**src/verilog/sbm_pkg.sv**
```systemverilog
// constants shared by the serial baud and modem status block
package sbm_pkg;
  localparam int IO_AW = 16;
  localparam logic [15:0] UART_BASE_DEF = 16'h03f8;
  localparam logic [15:0] SPR_ADDR = 16'h0c80;
  // uart register offsets from the port base
  localparam logic [2:0] OFS_DATA = 3'h0;
  localparam logic [2:0] OFS_IER = 3'h1;
  localparam logic [2:0] OFS_LCR = 3'h3;
  localparam logic [2:0] OFS_MSR = 3'h6;
  localparam int LCR_DLAB_BIT = 7;
  localparam logic [7:0] LCR_RESET = 8'h00;
  localparam logic [7:0] IER_RESET = 8'h00;
  localparam logic [7:0] IER_MASK = 8'h0f;
  localparam logic [15:0] DIV_RESET = 16'h0000;
  // modem status: deltas in [3:0], line states in [7:4]
  localparam int MSR_DCTS = 0;
  localparam int MSR_DDSR = 1;
  localparam int MSR_TERI = 2;
  localparam int MSR_DDCD = 3;
  localparam int LINE_CTS = 0;
  localparam int LINE_DSR = 1;
  localparam int LINE_RI = 2;
  localparam int LINE_DCD = 3;
  // special purpose register fields
  localparam int SPR_SPEED_SEL = 0;
  localparam int SPR_DETACH = 1;
  localparam int SPR_SPLIT = 2;
  localparam int SPR_VIDEO = 3;
  localparam int SPR_SPEED_IND = 4;
  localparam int SPR_INDEX = 5;
  localparam int SPR_TRACK0 = 6;
  localparam int SPR_WPROT = 7;
  localparam logic [3:0] SPR_RESET = 4'h9;
  // clocking figures
  localparam int CORE_HZ = 200000000;
  localparam int REF_HZ = 1843200;
  localparam int ACC_W = 28;
  localparam int OVERSAMPLE = 16;
  localparam int SPLIT_BAUD = 1200;
  localparam int SPLIT_DIV = REF_HZ / OVERSAMPLE / SPLIT_BAUD;
  localparam int SPLIT_W = 7;
endpackage

```
**src/verilog/sbm_core_if.sv**
```systemverilog
// carrier between the top level and its modem and baud submodules
`timescale 1ns/10ps
interface sbm_core_if;
  logic [3:0] line;
  logic rd_clr;
  logic [7:0] msr;
  logic [15:0] divisor;
  logic split;
  logic controller_baud_output;
  logic rx_tick;
  logic tx_tick;
  modport modem (input line, input rd_clr, output msr);
  modport baud (input divisor, input split, output controller_baud_output,
    output rx_tick, output tx_tick);
  modport top (output line, output rd_clr, input msr, output divisor,
    output split, input controller_baud_output, input rx_tick, input tx_tick);
endinterface

```
**src/verilog/sbm_baud_gen.sv**
```systemverilog
// baud rate generator with fixed 1200 baud split receive clock
`timescale 1ns/10ps
module sbm_baud_gen #(
  parameter int CORE_HZ = sbm_pkg::CORE_HZ,
  parameter int REF_HZ = sbm_pkg::REF_HZ
) (
  input wire logic i_core_clk,
  input wire logic i_rst,
  input wire logic i_clk_en,
  sbm_core_if.baud bif
);
  localparam logic [sbm_pkg::ACC_W-1:0] REF_STEP = sbm_pkg::ACC_W'(REF_HZ);
  localparam logic [sbm_pkg::ACC_W-1:0] CORE_MOD = sbm_pkg::ACC_W'(CORE_HZ);
  localparam logic [sbm_pkg::SPLIT_W-1:0] SPLIT_LAST =
    sbm_pkg::SPLIT_W'(sbm_pkg::SPLIT_DIV - 1);

  logic [sbm_pkg::ACC_W-1:0] acc_q;
  logic [sbm_pkg::ACC_W-1:0] acc_sum;
  logic ref_tick;
  logic [15:0] cnt_q;
  logic [sbm_pkg::SPLIT_W-1:0] split_q;
  logic prog_wrap;
  logic split_wrap;
  logic prog_q;
  logic rx_q;

  // fractional accumulator: 1.8432 mhz reference ticks from the core clock
  assign acc_sum = acc_q + REF_STEP;
  assign ref_tick = (acc_sum >= CORE_MOD);
  // a divisor of zero stops the generator; >= copes with a divisor lowered mid-count
  assign prog_wrap = ref_tick && (bif.divisor != 16'h0000) &&
    (cnt_q >= bif.divisor - 16'h0001);
  assign split_wrap = ref_tick && (split_q == SPLIT_LAST);
  assign bif.controller_baud_output = prog_q;
  assign bif.tx_tick = prog_q;
  assign bif.rx_tick = rx_q;

  always_ff @(posedge i_core_clk) begin
    if (i_rst) begin
      acc_q <= '0;
      cnt_q <= 16'h0000;
      split_q <= '0;
      prog_q <= 1'b0;
      rx_q <= 1'b0;
    end else if (i_clk_en) begin
      acc_q <= ref_tick ? acc_sum - CORE_MOD : acc_sum;
      if (prog_wrap || bif.divisor == 16'h0000) begin
        cnt_q <= 16'h0000;
      end else if (ref_tick) begin
        cnt_q <= cnt_q + 16'h0001;
      end
      if (ref_tick) begin
        split_q <= split_wrap ? '0 : split_q + 1'b1;
      end
      // each pulse is one of sixteen per serial bit
      prog_q <= prog_wrap;
      rx_q <= bif.split ? split_wrap : prog_wrap;
    end
  end
endmodule

```
**src/verilog/sbm_modem_status.sv**
```systemverilog
// modem line state capture and change flags
`timescale 1ns/10ps
module sbm_modem_status (
  input wire logic i_core_clk,
  input wire logic i_rst,
  input wire logic i_clk_en,
  sbm_core_if.modem mif
);
  logic [3:0] prev_q;
  logic [3:0] delta_q;
  logic [3:0] delta_d;
  logic [3:0] change;
  logic [3:0] set;
  logic primed_q;

  // the first sample after reset only loads the history, it flags nothing
  assign change = primed_q ? (mif.line ^ prev_q) : 4'h0;
  assign set[sbm_pkg::MSR_DCTS] = change[sbm_pkg::LINE_CTS];
  assign set[sbm_pkg::MSR_DDSR] = change[sbm_pkg::LINE_DSR];
  assign set[sbm_pkg::MSR_TERI] = change[sbm_pkg::LINE_RI] &
    mif.line[sbm_pkg::LINE_RI];
  assign set[sbm_pkg::MSR_DDCD] = change[sbm_pkg::LINE_DCD];
  // a change landing in the read cycle survives the clear
  assign delta_d = (delta_q & ~{4{mif.rd_clr}}) | set;
  assign mif.msr = {prev_q, delta_q};

  always_ff @(posedge i_core_clk) begin
    if (i_rst) begin
      prev_q <= 4'h0;
      delta_q <= 4'h0;
      primed_q <= 1'b0;
    end else if (i_clk_en) begin
      prev_q <= mif.line;
      delta_q <= delta_d;
      primed_q <= 1'b1;
    end
  end
endmodule

```
**src/verilog/sbm_top.sv**
```systemverilog
// serial port support: divisor latch, modem status and special purpose register
`timescale 1ns/10ps

// What this block does
// - modem status bit 1 flags a data set ready change; read clears it
// - modem status bit 0 flags a clear to send change; read clears it
// - any set change flag in bits 3..0 raises the modem interrupt
// - bits 7..4 are inverted pin levels, showing true connector states
// - with divisor access set, data and enable offsets reach the divisor bytes
// - divisor is sixteen bits from two byte latches, range 1 to 65535
// - generator output is the 1.8432 mhz reference over the divisor
// - generator output runs at sixteen times the bit rate
// - speed select and indicator live in the register at 0c80
// - receive clock selects controller baud output or a fixed 1200 baud counter
// - split bit clear: both use programmed rate; set: receive at 1200
// - bit 1 zero keeps the ports in io space, one detaches them
// - bit 0 drives speed select: zero asserts, one deasserts
// - bit 4 reads zero when speed indicator is asserted, else one
// - bits 7..5 report write protect, track zero and index hole
// - bit 3 writes zero to disable video, one to enable
// - modem status bit 3 flags a carrier detect change; read clears it
// - modem status bit 2 flags a rising ring indicator; read clears it
module sbm_top #(
  parameter logic [15:0] UART_BASE = sbm_pkg::UART_BASE_DEF,
  parameter logic [15:0] SPR_BASE = sbm_pkg::SPR_ADDR
) (
  input wire logic i_core_clk,
  input wire logic i_rst,
  input wire logic i_clk_en,
  input wire logic [15:0] i_io_addr,
  input wire logic [7:0] i_io_wdata,
  input wire logic i_io_wr,
  input wire logic i_io_rd,
  output logic [7:0] o_io_rdata,
  output logic o_io_rd_hit,
  input wire logic i_cts_pin,
  input wire logic i_dsr_pin,
  input wire logic i_ri_pin,
  input wire logic i_dcd_pin,
  input wire logic i_speed_ind,
  input wire logic i_fd_wprot,
  input wire logic i_fd_track0,
  input wire logic i_fd_index,
  output logic o_speed_select,
  output logic o_ports_detach_from_io,
  output logic o_video_enable,
  output logic o_modem_irq,
  output logic o_controller_baud_output,
  output logic o_rx_clk16,
  output logic o_tx_clk16,
  output logic [15:0] o_divisor,
  output logic o_dlab
);

  ////////////////////////////////////////////////////////////////////////////
  // address decode

  // true when the address falls at the given uart offset
  function automatic logic uart_at(input logic [15:0] addr,
                                   input logic [15:0] base,
                                   input logic [2:0] ofs);
    uart_at = (addr == base + {13'h0000, ofs});
  endfunction

  sbm_core_if cif ();

  logic [7:0] lcr_q;
  logic [7:0] ier_q;
  logic [7:0] div_lo_q;
  logic [7:0] div_hi_q;
  logic [3:0] spr_q;
  logic [7:0] rdata_q;
  logic hit_q;

  logic dlab;
  logic attached;
  logic sel_data;
  logic sel_ier;
  logic sel_lcr;
  logic sel_msr;
  logic sel_spr;
  logic sel_div_lo;
  logic sel_div_hi;
  logic sel_ier_reg;
  logic rd_en;
  logic wr_en;
  logic any_hit;
  logic [7:0] spr_view;
  logic [7:0] rd_mux;

  assign dlab = lcr_q[sbm_pkg::LCR_DLAB_BIT];
  // detached ports neither answer reads nor take writes
  assign attached = ~spr_q[sbm_pkg::SPR_DETACH];
  assign rd_en = i_io_rd & i_clk_en;
  assign wr_en = i_io_wr & i_clk_en;

  // the four uart offsets decode alike, so one loop serves them
  localparam logic [2:0] UART_OFS [4] = '{sbm_pkg::OFS_DATA, sbm_pkg::OFS_IER,
    sbm_pkg::OFS_LCR, sbm_pkg::OFS_MSR};
  logic [3:0] sel_uart;
  for (genvar k = 0; k < 4; k++) begin : g_uart_sel
    assign sel_uart[k] = attached & uart_at(i_io_addr, UART_BASE, UART_OFS[k]);
  end
  assign sel_data = sel_uart[0];
  assign sel_ier = sel_uart[1];
  assign sel_lcr = sel_uart[2];
  assign sel_msr = sel_uart[3];
  // the special purpose register stays reachable even while detached
  assign sel_spr = (i_io_addr == SPR_BASE);

  // divisor access bit steers the two low offsets onto the latch bytes
  assign sel_div_lo = sel_data & dlab;
  assign sel_div_hi = sel_ier & dlab;
  assign sel_ier_reg = sel_ier & ~dlab;

  assign any_hit = sel_data | sel_ier | sel_lcr | sel_msr | sel_spr;

  ////////////////////////////////////////////////////////////////////////////
  // write strobes per register

  logic we_lcr;
  logic we_ier;
  logic we_div_lo;
  logic we_div_hi;
  logic we_spr;

  // strobes carry the enable, so a frozen block ignores the bus
  assign we_lcr = wr_en & sel_lcr;
  assign we_ier = wr_en & sel_ier_reg;
  assign we_div_lo = wr_en & sel_div_lo;
  assign we_div_hi = wr_en & sel_div_hi;
  assign we_spr = wr_en & sel_spr;

  ////////////////////////////////////////////////////////////////////////////
  // special purpose register view

  assign spr_view[sbm_pkg::SPR_SPEED_SEL] = spr_q[sbm_pkg::SPR_SPEED_SEL];
  assign spr_view[sbm_pkg::SPR_DETACH] = spr_q[sbm_pkg::SPR_DETACH];
  assign spr_view[sbm_pkg::SPR_SPLIT] = spr_q[sbm_pkg::SPR_SPLIT];
  assign spr_view[sbm_pkg::SPR_VIDEO] = spr_q[sbm_pkg::SPR_VIDEO];
  assign spr_view[sbm_pkg::SPR_SPEED_IND] = ~i_speed_ind;
  assign spr_view[sbm_pkg::SPR_INDEX] = i_fd_index;
  assign spr_view[sbm_pkg::SPR_TRACK0] = i_fd_track0;
  assign spr_view[sbm_pkg::SPR_WPROT] = i_fd_wprot;

  ////////////////////////////////////////////////////////////////////////////
  // read selection

  // the receive path is outside this block, so the data offset reads zero
  // unless the divisor latch is mapped over it
  logic [7:0] rd_div_lo;
  logic [7:0] rd_div_hi;
  logic [7:0] rd_ier;
  logic [7:0] rd_lcr;
  logic [7:0] rd_msr;
  logic [7:0] rd_spr;

  assign rd_div_lo = sel_div_lo ? div_lo_q : 8'h00;
  assign rd_div_hi = sel_div_hi ? div_hi_q : 8'h00;
  assign rd_ier = sel_ier_reg ? (ier_q & sbm_pkg::IER_MASK) : 8'h00;
  assign rd_lcr = sel_lcr ? lcr_q : 8'h00;
  assign rd_msr = sel_msr ? cif.msr : 8'h00;
  assign rd_spr = sel_spr ? spr_view : 8'h00;
  // selects are one-hot while the special register address misses the four uart offsets, so an or of the terms is the mux
  assign rd_mux = rd_div_lo | rd_div_hi | rd_ier | rd_lcr | rd_msr | rd_spr;

  ////////////////////////////////////////////////////////////////////////////
  // register writes

  always_ff @(posedge i_core_clk) begin
    if (i_rst) begin
      lcr_q <= sbm_pkg::LCR_RESET;
    end else if (we_lcr) begin
      lcr_q <= i_io_wdata;
    end
  end

  always_ff @(posedge i_core_clk) begin
    if (i_rst) begin
      ier_q <= sbm_pkg::IER_RESET;
    end else if (we_ier) begin
      ier_q <= i_io_wdata & sbm_pkg::IER_MASK;
    end
  end

  // the two latch bytes load independently; software may write either first
  always_ff @(posedge i_core_clk) begin
    if (i_rst) begin
      div_lo_q <= sbm_pkg::DIV_RESET[7:0];
    end else if (we_div_lo) begin
      div_lo_q <= i_io_wdata;
    end
  end

  always_ff @(posedge i_core_clk) begin
    if (i_rst) begin
      div_hi_q <= sbm_pkg::DIV_RESET[15:8];
    end else if (we_div_hi) begin
      div_hi_q <= i_io_wdata;
    end
  end

  // bits 7..4 of a write are dropped: they only report inputs
  always_ff @(posedge i_core_clk) begin
    if (i_rst) begin
      spr_q <= sbm_pkg::SPR_RESET;
    end else if (we_spr) begin
      spr_q <= i_io_wdata[3:0];
    end
  end

  ////////////////////////////////////////////////////////////////////////////
  // read data

  logic [7:0] rdata_d;
  logic hit_d;

  // a read with the enable low is not taken, so it neither answers nor clears
  assign rdata_d = i_io_rd ? rd_mux : 8'h00;
  assign hit_d = i_io_rd & any_hit;

  always_ff @(posedge i_core_clk) begin
    if (i_rst) begin
      rdata_q <= 8'h00;
      hit_q <= 1'b0;
    end else if (i_clk_en) begin
      rdata_q <= rdata_d;
      hit_q <= hit_d;
    end
  end

  assign o_io_rdata = rdata_q;
  assign o_io_rd_hit = hit_q;

  ////////////////////////////////////////////////////////////////////////////
  // modem status

  // pins carry the inverted line, so the register holds their complement
  logic [3:0] pin_vec;
  assign pin_vec[sbm_pkg::LINE_CTS] = i_cts_pin;
  assign pin_vec[sbm_pkg::LINE_DSR] = i_dsr_pin;
  assign pin_vec[sbm_pkg::LINE_RI] = i_ri_pin;
  assign pin_vec[sbm_pkg::LINE_DCD] = i_dcd_pin;
  for (genvar k = 0; k < 4; k++) begin : g_line_inv
    assign cif.line[k] = ~pin_vec[k];
  end
  assign cif.rd_clr = rd_en & sel_msr;

  sbm_modem_status u_modem (
    .i_core_clk(i_core_clk),
    .i_rst(i_rst),
    .i_clk_en(i_clk_en),
    .mif(cif.modem)
  );

  assign o_modem_irq = |cif.msr[3:0];

  ////////////////////////////////////////////////////////////////////////////
  // baud generation

  assign cif.divisor = {div_hi_q, div_lo_q};
  assign cif.split = spr_q[sbm_pkg::SPR_SPLIT];

  sbm_baud_gen u_baud (
    .i_core_clk(i_core_clk),
    .i_rst(i_rst),
    .i_clk_en(i_clk_en),
    .bif(cif.baud)
  );

  assign o_controller_baud_output = cif.controller_baud_output;
  assign o_rx_clk16 = cif.rx_tick;
  assign o_tx_clk16 = cif.tx_tick;

  ////////////////////////////////////////////////////////////////////////////
  // board controls

  // speed select keeps its own flop so the line comes straight off a register
  logic speed_sel_q;

  always_ff @(posedge i_core_clk) begin
    if (i_rst) begin
      speed_sel_q <= ~sbm_pkg::SPR_RESET[sbm_pkg::SPR_SPEED_SEL];
    end else if (we_spr) begin
      speed_sel_q <= ~i_io_wdata[sbm_pkg::SPR_SPEED_SEL];
    end
  end

  assign o_speed_select = speed_sel_q;
  assign o_ports_detach_from_io = spr_q[sbm_pkg::SPR_DETACH];
  assign o_video_enable = spr_q[sbm_pkg::SPR_VIDEO];
  assign o_divisor = {div_hi_q, div_lo_q};
  assign o_dlab = dlab;

endmodule
```
**config.mk**
```make
export PLATFORM = sky130hd
export DESIGN_NAME = sbm_top
export DESIGN_NICKNAME = d
export VERILOG_FILES = /design/src/verilog/sbm_pkg.sv /design/src/verilog/sbm_core_if.sv /design/src/verilog/sbm_baud_gen.sv /design/src/verilog/sbm_modem_status.sv /design/src/verilog/sbm_top.sv
export SDC_FILE = /design/constraint.sdc
export NUM_CORES = 1
export LEC_CHECK = 0
export ABC_AREA = 1
export CAP_MARGIN = 15
export CORE_ASPECT_RATIO = 1.4
export CORE_MARGIN = 2
export CORE_UTILIZATION = 30
export CTS_CLUSTER_DIAMETER = 80
export CTS_CLUSTER_SIZE = 30
export DETAILED_ROUTE_END_ITERATION = 12
export DONT_BUFFER_PORTS = 1
export PLACE_DENSITY = 0.56
export SLEW_MARGIN = 20
export SYNTH_ARGS = -nofsm -noshare
export SYNTH_HDL_FRONTEND = slang
export SYNTH_SLANG_ARGS = --single-unit
```
**constraint.sdc**
```tcl
create_clock -name i_core_clk -period 6.1 [get_ports i_core_clk]
set_input_delay 1.83 -clock i_core_clk [delete_from_list [all_inputs] [get_ports i_core_clk]]
set_output_delay 1.83 -clock i_core_clk [all_outputs]
set_load 0.02 [all_outputs]
```
Yosys cells after proc, flatten, opt, wreduce, memory -nomap -nowiden. Cells that the tools add are included.

Register bits after elaboration: 104. Input bits: 37. Word-level logic and storage cells: 90. Output and inout port bits: 33.

Magnitude comparators: 2. Muxes and demuxes: 13. Bitwise operators: 38. Reductions and logical operators: 10. Add/sub/neg operators: 5. Equal/unequal tests: 6.

Operators by type and width (number): 16-bit by 10-bit equality test with 1-bit output, second input constant (4); 8-bit two-way mux (6); 16-bit two-way mux (2); 8-bit bitwise OR (4); 28-bit by 21-bit adder with 28-bit output, second input constant (1); 28-bit >= comparator, second input constant (1); 28-bit two-way mux (1); 28-bit subtractor, second input constant (1); 1-bit AND (17); 16-bit by 1-bit adder with 16-bit output, second input constant (1); 16-bit by 12-bit equality test with 1-bit output, second input constant (1); 16-bit >= comparator (1); 16-bit zero test (1); 16-bit nonzero test (1); 16-bit by 1-bit subtractor with 16-bit output, second input constant (1); 4-bit two-way mux (2); 1-bit NOT (8); 8-bit by 4-bit bitwise OR with 8-bit output (1); 7-bit by 1-bit adder with 7-bit output, second input constant (1); 7-bit equality test, second input constant (1); 7-bit two-way mux (1); 4-bit AND (1); 4-bit NOT (1); 1-bit bitwise OR (4); other kinds (8) (11).

Longest topological paths before layout. Gate-level depths: netlist of run 1.

Depth in word-level cells: 10. Gate-level depth with buffers: 22. Depth with buffers taken out: 22.

Modules after synthesis. From an unflattened synthesis of run 1, not the netlist that was laid out.

Cells, all modules: 985. Area, all modules: 6423.7 um^2.

By module, submodules not included: sbm_baud_gen (area an instance 3751.1 um^2, sequential area each 880.8 um^2, cells an instance 622, times used 1); sbm_top (area an instance 2269.7 um^2, sequential area each 840.8 um^2, cells an instance 313, times used 1); sbm_modem_status (area an instance 402.9 um^2, sequential area each 180.2 um^2, cells an instance 50, times used 1).

Worst setup path after synthesis of run 1. Ideal clock, no wire load.

Kind: input-to-reg. From: input i_io_addr[2]. To: register div_hi_q[2]. Arrival time: 3245 ps. Cell stages on the path: 9. Path buffers: 1. Setup time: 86 ps. Setup slack: 2769 ps. Required time: 6014 ps. Cell sequence: inv_1 > nand2_1 > or3_1 > nor3_1 > nand2_1 > nor2_1 > buf_4 > nor2_1 > a211oi_1.

Cells in the longest elaborated chain, start to end: 4.

Ends and longest elaborated chain: from (decl) (line sbm_top.sv:30) `input wire logic [15:0] i_io_addr,`; 16-bit by 10-bit equality test with 1-bit output (line sbm_top.sv:62) `uart_at = (addr == base + {13'h0000, ofs});`; 1-bit AND (line sbm_top.sv:102) `assign sel_uart[k] = attached & uart_at(i_io_addr, UART_BASE, UART_OFS[k]);`; 1-bit AND (line sbm_top.sv:113) `assign sel_div_hi = sel_ier & dlab;`; 1-bit AND (line sbm_top.sv:131) `assign we_div_hi = wr_en & sel_div_hi;`; to (signal assigned) (line sbm_top.sv:197) `div_hi_q <= sbm_pkg::DIV_RESET[15:8];`; to (signal assigned) (line sbm_top.sv:199) `div_hi_q <= i_io_wdata;`; to (decl) (line sbm_top.sv:70) `logic [7:0] div_hi_q;`.

No other way between the ends. A chain may end at the register's enable or synchronous reset.

Worst setup path in the final report of run 1.
From: register div_lo_q[4]. To: register u_baud.cnt_q[6].

Cells in the longest elaborated chain, start to end: 6. Elaborated cells between the ends (all ways): 10. Classes of those cells: add/sub: 1; order compare: 1; mux: 1; reduce/logical: 7.

Ends and longest elaborated chain: from (decl) (line sbm_top.sv:69) `logic [7:0] div_lo_q;`; from (signal assigned) (line sbm_top.sv:189) `div_lo_q <= sbm_pkg::DIV_RESET[7:0];`; from (signal assigned) (line sbm_top.sv:191) `div_lo_q <= i_io_wdata;`; 16-bit by 1-bit subtractor with 16-bit output or 16-bit nonzero test (tied branches) (line sbm_baud_gen.sv:32, sbm_baud_gen.sv:31); 16-bit >= comparator or 1-bit logical AND (tied branches) (line sbm_baud_gen.sv:32, sbm_baud_gen.sv:31); 1-bit logical AND (line sbm_baud_gen.sv:31) `assign prog_wrap = ref_tick && (bif.divisor != 16'h0000) &&`; 1-bit logical OR * (line sbm_baud_gen.sv:47) `if (prog_wrap || bif.divisor == 16'h0000) begin`; 2-bit nonzero test (no line); 2-bit AND reduction (no line); to (signal assigned) (line sbm_baud_gen.sv:50) `cnt_q <= cnt_q + 16'h0001;`; to (decl) (line sbm_baud_gen.sv:20) `logic [15:0] cnt_q;`.

Every way passes the cells marked *; elsewhere a longest branch is shown, timed or not.

==> metrics.md, run 1 <==
| Metric | Value |
|---|---|
| Status | `complete, no violations` |
| Fmax | `0.2724 GHz` |
| Die width | `124.5 um` |
| Final hold vios | `0` |
| HP Class | `reg -> reg` |
| Vias in the first global route | `5679` |
| Die ar. | `21520 um2` |
| Antenna diodes | `0` |
| Buffers on Ports | `0` |
| DR iter-0 viols | `167` |
| Synth async-reset ratio | `0%` |
| Cell taking the most area after synthesis | `dfxtp_1` |
| Post-cts resize count | `0` |
| Sequential cell area | `1902 um2` |
| First-pass GRT wire length | `28400 um` |
| Max-cap viol count | `0` |
| Total grt overflow | `0` |
| Largest fanout on the critical path | `7` |
| Syn-to-layout area delta | `8.036%` |
| Clk buf depth | `2` |
| Vias/cell | `4.853` |
| Slew Limit Fails | `0` |
| Fillers | `2200` |
| Dominant synthesized flop cell | `dfxtp_1` |
| R2r setup slk | `2.43 ns` |
| Clock Skews | `0.01911 ns` |
| Mapped cell area | `6103 um2` |
| H-tree Lvls | `3` |
| Num rows | `61` |
| Final Wtd Congestion | `0.8471` |
| Post-Syn Area per Cell | `6.542 um2` |
| Least-Margin Pin Slew | `0.9415 ns` |
| CTS tree | `yes` |
| Post-CTS Setup Bufs | `0` |
| RSZ-0062 raised after global routing | `no` |
| Yosys reg bits | `95` |
| Core box area | `19920 um2` |
| Data required time of the critical path | `6.34 ns` |
| Worst Hold Launch | `u_modem.delta_q[2]$_SDFFE_PP0P_` |
| Io pins | `70` |
| Remaining DRCs | `0` |
| End of the worst hold path | `u_modem.delta_q[2]$_SDFFE_PP0P_` |
| Nets@finish | `980` |
| Share of cells above drive strength 1 | `7.042%` |
| Die Height | `172.8 um` |
| Final setup vio count | `0` |
| Initial Utilization | `30.64%` |
| Hold Buf Count CTS | `0` |
| Largest net degree at the start of global routing | `50` |
| Routed WL | `17050 um` |
| Reg2Reg Depth | `22` |
| Lkg Pwr | `2.877 nW` |
| Multi-input gate area | `3475 um2` |
| EDFF count, synth | `0` |
| Initial antenna violation count | `0` |
| Count of unique library cells instantiated by Yosys | `43` |
| Worst EP arrival | `3.91 ns` |
| Post-Syn Nets | `994` |
| Clock Sinks | `95` |
| Crit Reg-Reg Endpoint | `u_baud.cnt_q[6]$_SDFFE_PP0P_` |
| Max IR drop VDD | `0.0001729 V` |
| Core Util, Final | `33.10%` |
| Slew Limit Headroom | `37.16%` |
| Tmin final | `3.671 ns` |
| Detailed Routing Iterations Pass 1 | `6` |
| Hold Path Stages | `2` |
| Share of the synthesized area in the top cell type | `31.16%` |
| Yosys warning total | `0` |
| Gr usage total | `16.16%` |
| Vias | `5702` |
| Setup CP Type | `reg -> reg` |
| Sequential share of the synthesized area | `31.16%` |
| Clk slew on worst S/H paths | `0.07 ns` |
| Detail Placement HPWL | `13080 um` |
| CTS Buf Count | `9` |
| Routed WL per cell | `14.51 um` |
| Endpoint class of the critical path | `register` |
| Crit share post-route | `60.18%` |
| Top cells by area, synth | `dfxtp_1 (31%), nand2_1 (12%), inv_1 (9.0%)` |
| PwrDens | `212.2 nW/um2` |
| Most common cell in the netlist | `nand2_1` |
| Clk_lat worst skew | `0.35 ns` |
| Setup TNS | `0 ns` |
| CTS root buffer | `clkbuf_16` |
| Post-Syn Instances | `933` |
| Worst r2r src | `div_lo_q[4]$_SDFFE_PP0P_` |
| Antenna Nets Post-Route | `0` |
| Critical Path Source Type | `register` |
| Top post-synthesis cells by count | `nand2_1 (195), inv_1 (146), dfxtp_1 (95), a21oi_1 (87), nor2_1 (77)` |
==> logic make-up after synthesis <==
logic type / Yosys count / share of synthesized area (%)
xor+xnor: 20 / 2.870
flops: 95 / 31.16
buf+inv: 180 / 11.91
simple gates: 432 / 32.90
compound gates: 182 / 16.24
fa+ha+maj: 24 / 4.920
==> routing by layer <==
metal | track usage [%] | vias up | wire length, um
li1 | - | 3022 | -
met1 | 17.56 | 2575 | 7051
met2 | 31.19 | 89 | 8978
met3 | 2.970 | 16 | 721
met4 | 5.150 | 0 | 295
met5 | 0 | - | 0
==> where the power goes <==
part	switching [W]	total, W	internal, W
registers	0.0000130	0.000646	0.000633
clock network	0.000255	0.000625	0.000369
logic	0.0000892	0.000128	0.0000391
==> worst max path at each step <==
stage	startpoint	to	cells after the start
2_1_floorplan	i_io_addr[2]	div_hi_q[2]$_SDFFE_PP0P_	9
3_3_place_gp	i_io_addr[2]	div_hi_q[1]$_SDFFE_PP0P_	8
3_5_place_dp	i_io_addr[2]	div_hi_q[3]$_SDFFE_PP0P_	8
4_1_cts	div_lo_q[2]$_SDFFE_PP0P_	u_baud.cnt_q[6]$_SDFFE_PP0P_	22
5_1_grt	div_lo_q[4]$_SDFFE_PP0P_	u_baud.cnt_q[6]$_SDFFE_PP0P_	22
6_report	div_lo_q[4]$_SDFFE_PP0P_	u_baud.cnt_q[6]$_SDFFE_PP0P_	22
==> worst max-delay path, cell delays in order (launching register included) <==
cell and delay [ns]:
dfxtp_1 0.38, inv_1 0.22, nand3_1 0.12, nor4_1 0.37
nand3_1 0.19, nor2_1 0.12, nand2_1 0.09, nor3_1 0.25
nand3_1 0.13, xnor2_1 0.15, inv_1 0.06, ha_1 0.28
nand2_1 0.07, inv_1 0.06, nand3_1 0.08, nor3_1 0.19
nand3_1 0.10, nand3_1 0.17, nand3_1 0.11, nand2_2 0.22
inv_2 0.09, nand2_1 0.08, a21oi_2 0.03
==> registers in the layout, summed over array words and instances (netlist names) <==
register and count:
u_baud.bif.controller_baud_output 1, o_speed_select 1, u_baud.cnt_q 16, div_hi_q 8
u_modem.delta_q 4, u_baud.split_q 7, o_io_rdata 8, o_io_rd_hit 1
spr_q 4, u_modem.primed_q 1, lcr_q 8, u_baud.bif.rx_tick 1
u_baud.acc_q 19, div_lo_q 8, ier_q 4, u_modem.prev_q 4
==> through the flow <==
| step | hold slack [ns] | instance area, um2 | total power (W) | worst slack (ns) | instances |
|---|---|---|---|---|---|
| finish | 0.4628 | 6594 | 0.001399 | 2.429 | 1175 |
| global route | 0.4689 | 6594 | 0.001459 | 1.913 | 1175 |
| CTS | 0.4588 | 6594 | 0.001413 | 2.394 | 1175 |
| detailed placement | 0.4492 | 6274 | 0.0007891 | 2.320 | 1160 |
| global placement | 0.4446 | 6274 | 0.0007879 | 2.359 | 1160 |
| floorplan | 0.4297 | 6103 | 0.0007706 | 2.769 | 933 |
==> layout make-up <==
class,instances,share of cell area (%)
Sequential cell,95,28.84
Multi-Input combinational cell,658,52.69
Clock buffer,10,3.624
Tap cell,252,4.782
Inverter,155,8.824
Clock inverter,5,1.233
==> cell usage in the layout (no fill, tap or decap), drive strengths merged <==
cell type  count
nand2        211
inv          154
dfxtp         95
a21oi         92
nor2          86
o21ai         62
nand3         61
nor3          27
ha            24
nand4         21
xor2          16
nor4          13
clkbuf        10
a211oi         8
o22ai          8
xnor2          4
o21bai         4
nor3b          4
or2            3
o31ai          3
o211ai         3
clkinv         3
nand3b         2
and3           2
bufinv         2
or3            1
o221ai         1
or4            1
a21boi         1
clkinvlp       1
No activity file was read; power rests on OpenSTA's default activity.
==> inputs of run 2 (changes only) <==
==> constraint.sdc (replaced) <==
create_clock -name i_core_clk -period 3.45 [get_ports i_core_clk]
set_input_delay 1.035 -clock i_core_clk [delete_from_list [all_inputs] [get_ports i_core_clk]]
set_output_delay 1.035 -clock i_core_clk [all_outputs]
set_load 0.02 [all_outputs]
==> metrics.md, run 2 (same netlist as run 1, synthesis figures left out) <==
| Metric | Value |
|---|---|
| Status | `complete, no violations (unchanged)` |
| PwrDens | `372.1 nW/um2 (was 212.2 nW/um2)` |
| Clock Skews | `0.01300 ns (was 0.01911 ns)` |
| Die width | `124.5 um (unchanged)` |
| Syn-to-layout area delta | `12.20% (was 8.036%)` |
| Antenna Nets Post-Route | `0 (unchanged)` |
| Lkg Pwr | `3.008 nW (was 2.877 nW)` |
| CP dominant cell by count | `nand3_2 (was nand3_1)` |
| Clk slew on worst S/H paths | `0.07 ns (about the same)` |
| Final Power | `0.002548 W (was 0.001399 W)` |
| Worst EP arrival | `3.48 ns (was 3.91 ns)` |
| Slowest cell on crit path | `dfxtp_2 (was dfxtp_1)` |
| Setup CP Type | `reg -> reg (unchanged)` |
| Initial antenna violation count | `0 (unchanged)` |
| Setup TNS | `0 ns (unchanged)` |
| Routed WL | `17350 um (was 17050 um)` |
| Final Wtd Congestion | `0.7712 (was 0.8471)` |
| Share of cells above drive strength 1 | `9.894% (was 7.042%)` |
| Remaining DRCs | `0 (unchanged)` |
| Delay of the slowest critical-path stage | `0.34 ns (was 0.38 ns)` |
| Slew Limit Headroom | `56.91% (was 37.16%)` |
| Largest registers | `u_baud.acc_q x19, u_baud.cnt_q x16 (unchanged)` |
| Commonest non-fill, non-tap cell in the layout | `nand2_1 (unchanged)` |
| Initial Utilization | `30.64% (unchanged)` |
| Least-Margin Pin Slew | `0.6455 ns (was 0.9415 ns)` |
| Die ar. | `21520 um2 (unchanged)` |
| Detailed Routing Iterations Pass 1 | `5 (was 6)` |
| Critical Path Source Type | `register (unchanged)` |
| Slack of the critical path | `0.2134 ns (was 2.429 ns)` |
| H-tree Lvls | `3 (unchanged)` |
| Largest fanout on the critical path | `5 (was 7)` |
| Most frequent cells in the layout | `nand2_1 (195), inv_1 (146), dfxtp_1 (94), a21oi_1 (86), nor2_1 (76) (was nand2_1 (195), inv_1 (146), dfxtp_1 (95), a21oi_1 (87), nor2_1 (77))` |
| Vias/cell | `4.879 (was 4.853)` |
| Gr usage total | `16.07% (was 16.16%)` |
| Detail Placement HPWL | `13330 um (was 13080 um)` |
| Max-cap viol count | `0 (unchanged)` |
| CTS root buffer | `clkbuf_16 (unchanged)` |
| Tmin final | `3.237 ns (was 3.671 ns)` |
| Crit share post-route | `93.81% (was 60.18%)` |
| CTS tree | `yes (unchanged)` |
| Die Height | `172.8 um (unchanged)` |
| Buffers on Ports | `0 (unchanged)` |
| CP endpoint | `u_baud.cnt_q[14]$_SDFFE_PP0P_ (was u_baud.cnt_q[6]$_SDFFE_PP0P_)` |
| Worst path cell trace | `nor2_4 > nand3_2 > nor4_4 > nand3_1 > nor2_1 > nand2_1 > nor3_2 > nand3_1 > xnor2_1 > inv_1 > ha_4 > nand2_1 > inv_1 > nand3_2 > nor3_2 > nand3_1 > nand3_2 > nand3_2 > nand2_4 > inv_2 > nand2_1 > nor2_1 (was inv_1 > nand3_1 > nor4_1 > nand3_1 > nor2_1 > nand2_1 > nor3_1 > nand3_1 > xnor2_1 > inv_1 > ha_1 > nand2_1 > inv_1 > nand3_1 > nor3_1 > nand3_1 > nand3_1 > nand3_1 > nand2_2 > inv_2 > nand2_1 > a21oi_2)` |
| GR Layer Usage met2 | `29.94% (was 31.19%)` |
| Largest net degree at the start of global routing | `50 (unchanged)` |
| First-pass GRT wire length | `28420 um (was 28400 um)` |
| Endpoint class of the critical path | `register (unchanged)` |
| HP Class | `reg -> reg (unchanged)` |
| Fillers | `2160 (was 2200)` |
| Fmax | `0.3090 GHz (was 0.2724 GHz)` |
| Vias in the first global route | `5663 (was 5679)` |
| Clk_lat worst skew | `0.35 ns (about the same)` |
| Met3 Use GR | `3.837% (was 2.970%)` |
| CTS Buf Count | `9 (unchanged)` |
| Io pins | `70 (unchanged)` |
| Final setup vio count | `0 (unchanged)` |
| Nets@finish | `996 (was 980)` |
| Final hold vios | `0 (unchanged)` |
| Routed WL per cell | `14.56 um (was 14.51 um)` |
| GR Layer Usage met1 | `17.35% (was 17.56%)` |
| Vias | `5816 (was 5702)` |
| Max IR drop VDD | `0.0001902 V (was 0.0001729 V)` |
| Clk buf depth | `2 (unchanged)` |
| R2r setup slk | `0.21 ns (was 2.43 ns)` |
| Reg2Reg Depth | `22 (unchanged)` |
| Total grt overflow | `0 (unchanged)` |
| Busiest grt layer | `met2 (unchanged)` |
| Dpl ws | `0.08473 ns (was 2.320 ns)` |
| Crit Reg-Reg Endpoint | `u_baud.cnt_q[14]$_SDFFE_PP0P_ (was u_baud.cnt_q[6]$_SDFFE_PP0P_)` |
| Data required time of the critical path | `3.69 ns (was 6.34 ns)` |
| Largest reg by FF count | `u_baud.acc_q (unchanged)` |
| Antenna diodes | `0 (unchanged)` |
| Crit path launch | `div_lo_q[2]$_SDFFE_PP0P_ (was div_lo_q[4]$_SDFFE_PP0P_)` |
| Core Util, Final | `34.38% (was 33.10%)` |
| Num rows | `61 (unchanged)` |
| Max reg flops | `19 (unchanged)` |
| Slew Limit Fails | `0 (unchanged)` |
| Worst r2r src | `div_lo_q[2]$_SDFFE_PP0P_ (was div_lo_q[4]$_SDFFE_PP0P_)` |
| DR iter-0 viols | `226 (was 167)` |
| Core box area | `19920 um2 (unchanged)` |
| Clock Sinks | `95 (unchanged)` |
## run 2: cell types whose count changed in the layout (fill, tap and decap cells not counted), sizes merged
cell / delta
buf: +16
bufinv: +1
clkinv: -1
inv: +1
## run 2: what timing repair did
item	in CTS	in global routing
endpoints found under the setup margin	0	18
hold buffers	0	0
resized for setup	0	17
setup buffers	0	2
## run 2: layout make-up
| cell class | count | area [um2] | area share, % |
|---|---|---|---|
| Inverter | 155 | 581.8 | 8.496 |
| Multi-Input combinational cell | 658 | 3571 | 52.15 |
| Tap cell | 252 | 315.3 | 4.604 |
| Sequential cell | 95 | 1903 | 27.79 |
| Clock buffer | 10 | 229.0 | 3.344 |
| Timing Repair Buffer | 16 | 132.6 | 1.937 |
| Clock inverter | 6 | 115.1 | 1.681 |
## run 2: worst min-delay path by stage
stage / start / endpoint / slack (ns) / depth (start not counted)
floorplan: lcr_q[0]$_SDFFE_PP0P_ / lcr_q[0]$_SDFFE_PP0P_ / 0.43 / 2
finish: u_modem.prev_q[2]$_SDFFE_PP0P_ / u_modem.prev_q[2]$_SDFFE_PP0P_ / 0.46 / 2
global placement: lcr_q[2]$_SDFFE_PP0P_ / lcr_q[2]$_SDFFE_PP0P_ / 0.44 / 2
CTS: lcr_q[2]$_SDFFE_PP0P_ / lcr_q[2]$_SDFFE_PP0P_ / 0.46 / 2
global route: u_modem.delta_q[0]$_SDFFE_PP0P_ / u_modem.delta_q[0]$_SDFFE_PP0P_ / 0.48 / 2
detailed placement: lcr_q[2]$_SDFFE_PP0P_ / lcr_q[2]$_SDFFE_PP0P_ / 0.45 / 2
## run 2: worst max-delay path, delay by kind of cell, from the launching register on
family | cells | cell delay, ns
xor+xnor | 1 | 0.17
fa+ha+maj | 1 | 0.27
buf+inv | 3 | 0.21
flops | 1 | 0.34
simple gates | 17 | 2.13
## run 2: metal layers
layer | wire length [um] | part of all wire, %
met5 | 0 | 0
met3 | 846 | 4.9
met2 | 8935 | 51
met4 | 567 | 3.3
met1 | 7002 | 40
## run 2: report_power, final
part	leakage (nW)	switching (W)	total, W	internal, W
combinational	2.07	0.000159	0.000232	0.0000729
clock	0.164	0.000459	0.00117	0.000715
sequential	0.771	0.0000235	0.00114	0.00112
## run 2: through the flow
step           instances  area [um2]  hold WS [ns]
6_report            1192        6848        0.4598
5_1_grt             1192        6848        0.4793
4_1_cts             1190        6723        0.4564
3_5_place_dp        1174        6379        0.4461
3_3_place_gp        1174        6379        0.4434
2_1_floorplan        933        6103        0.4297
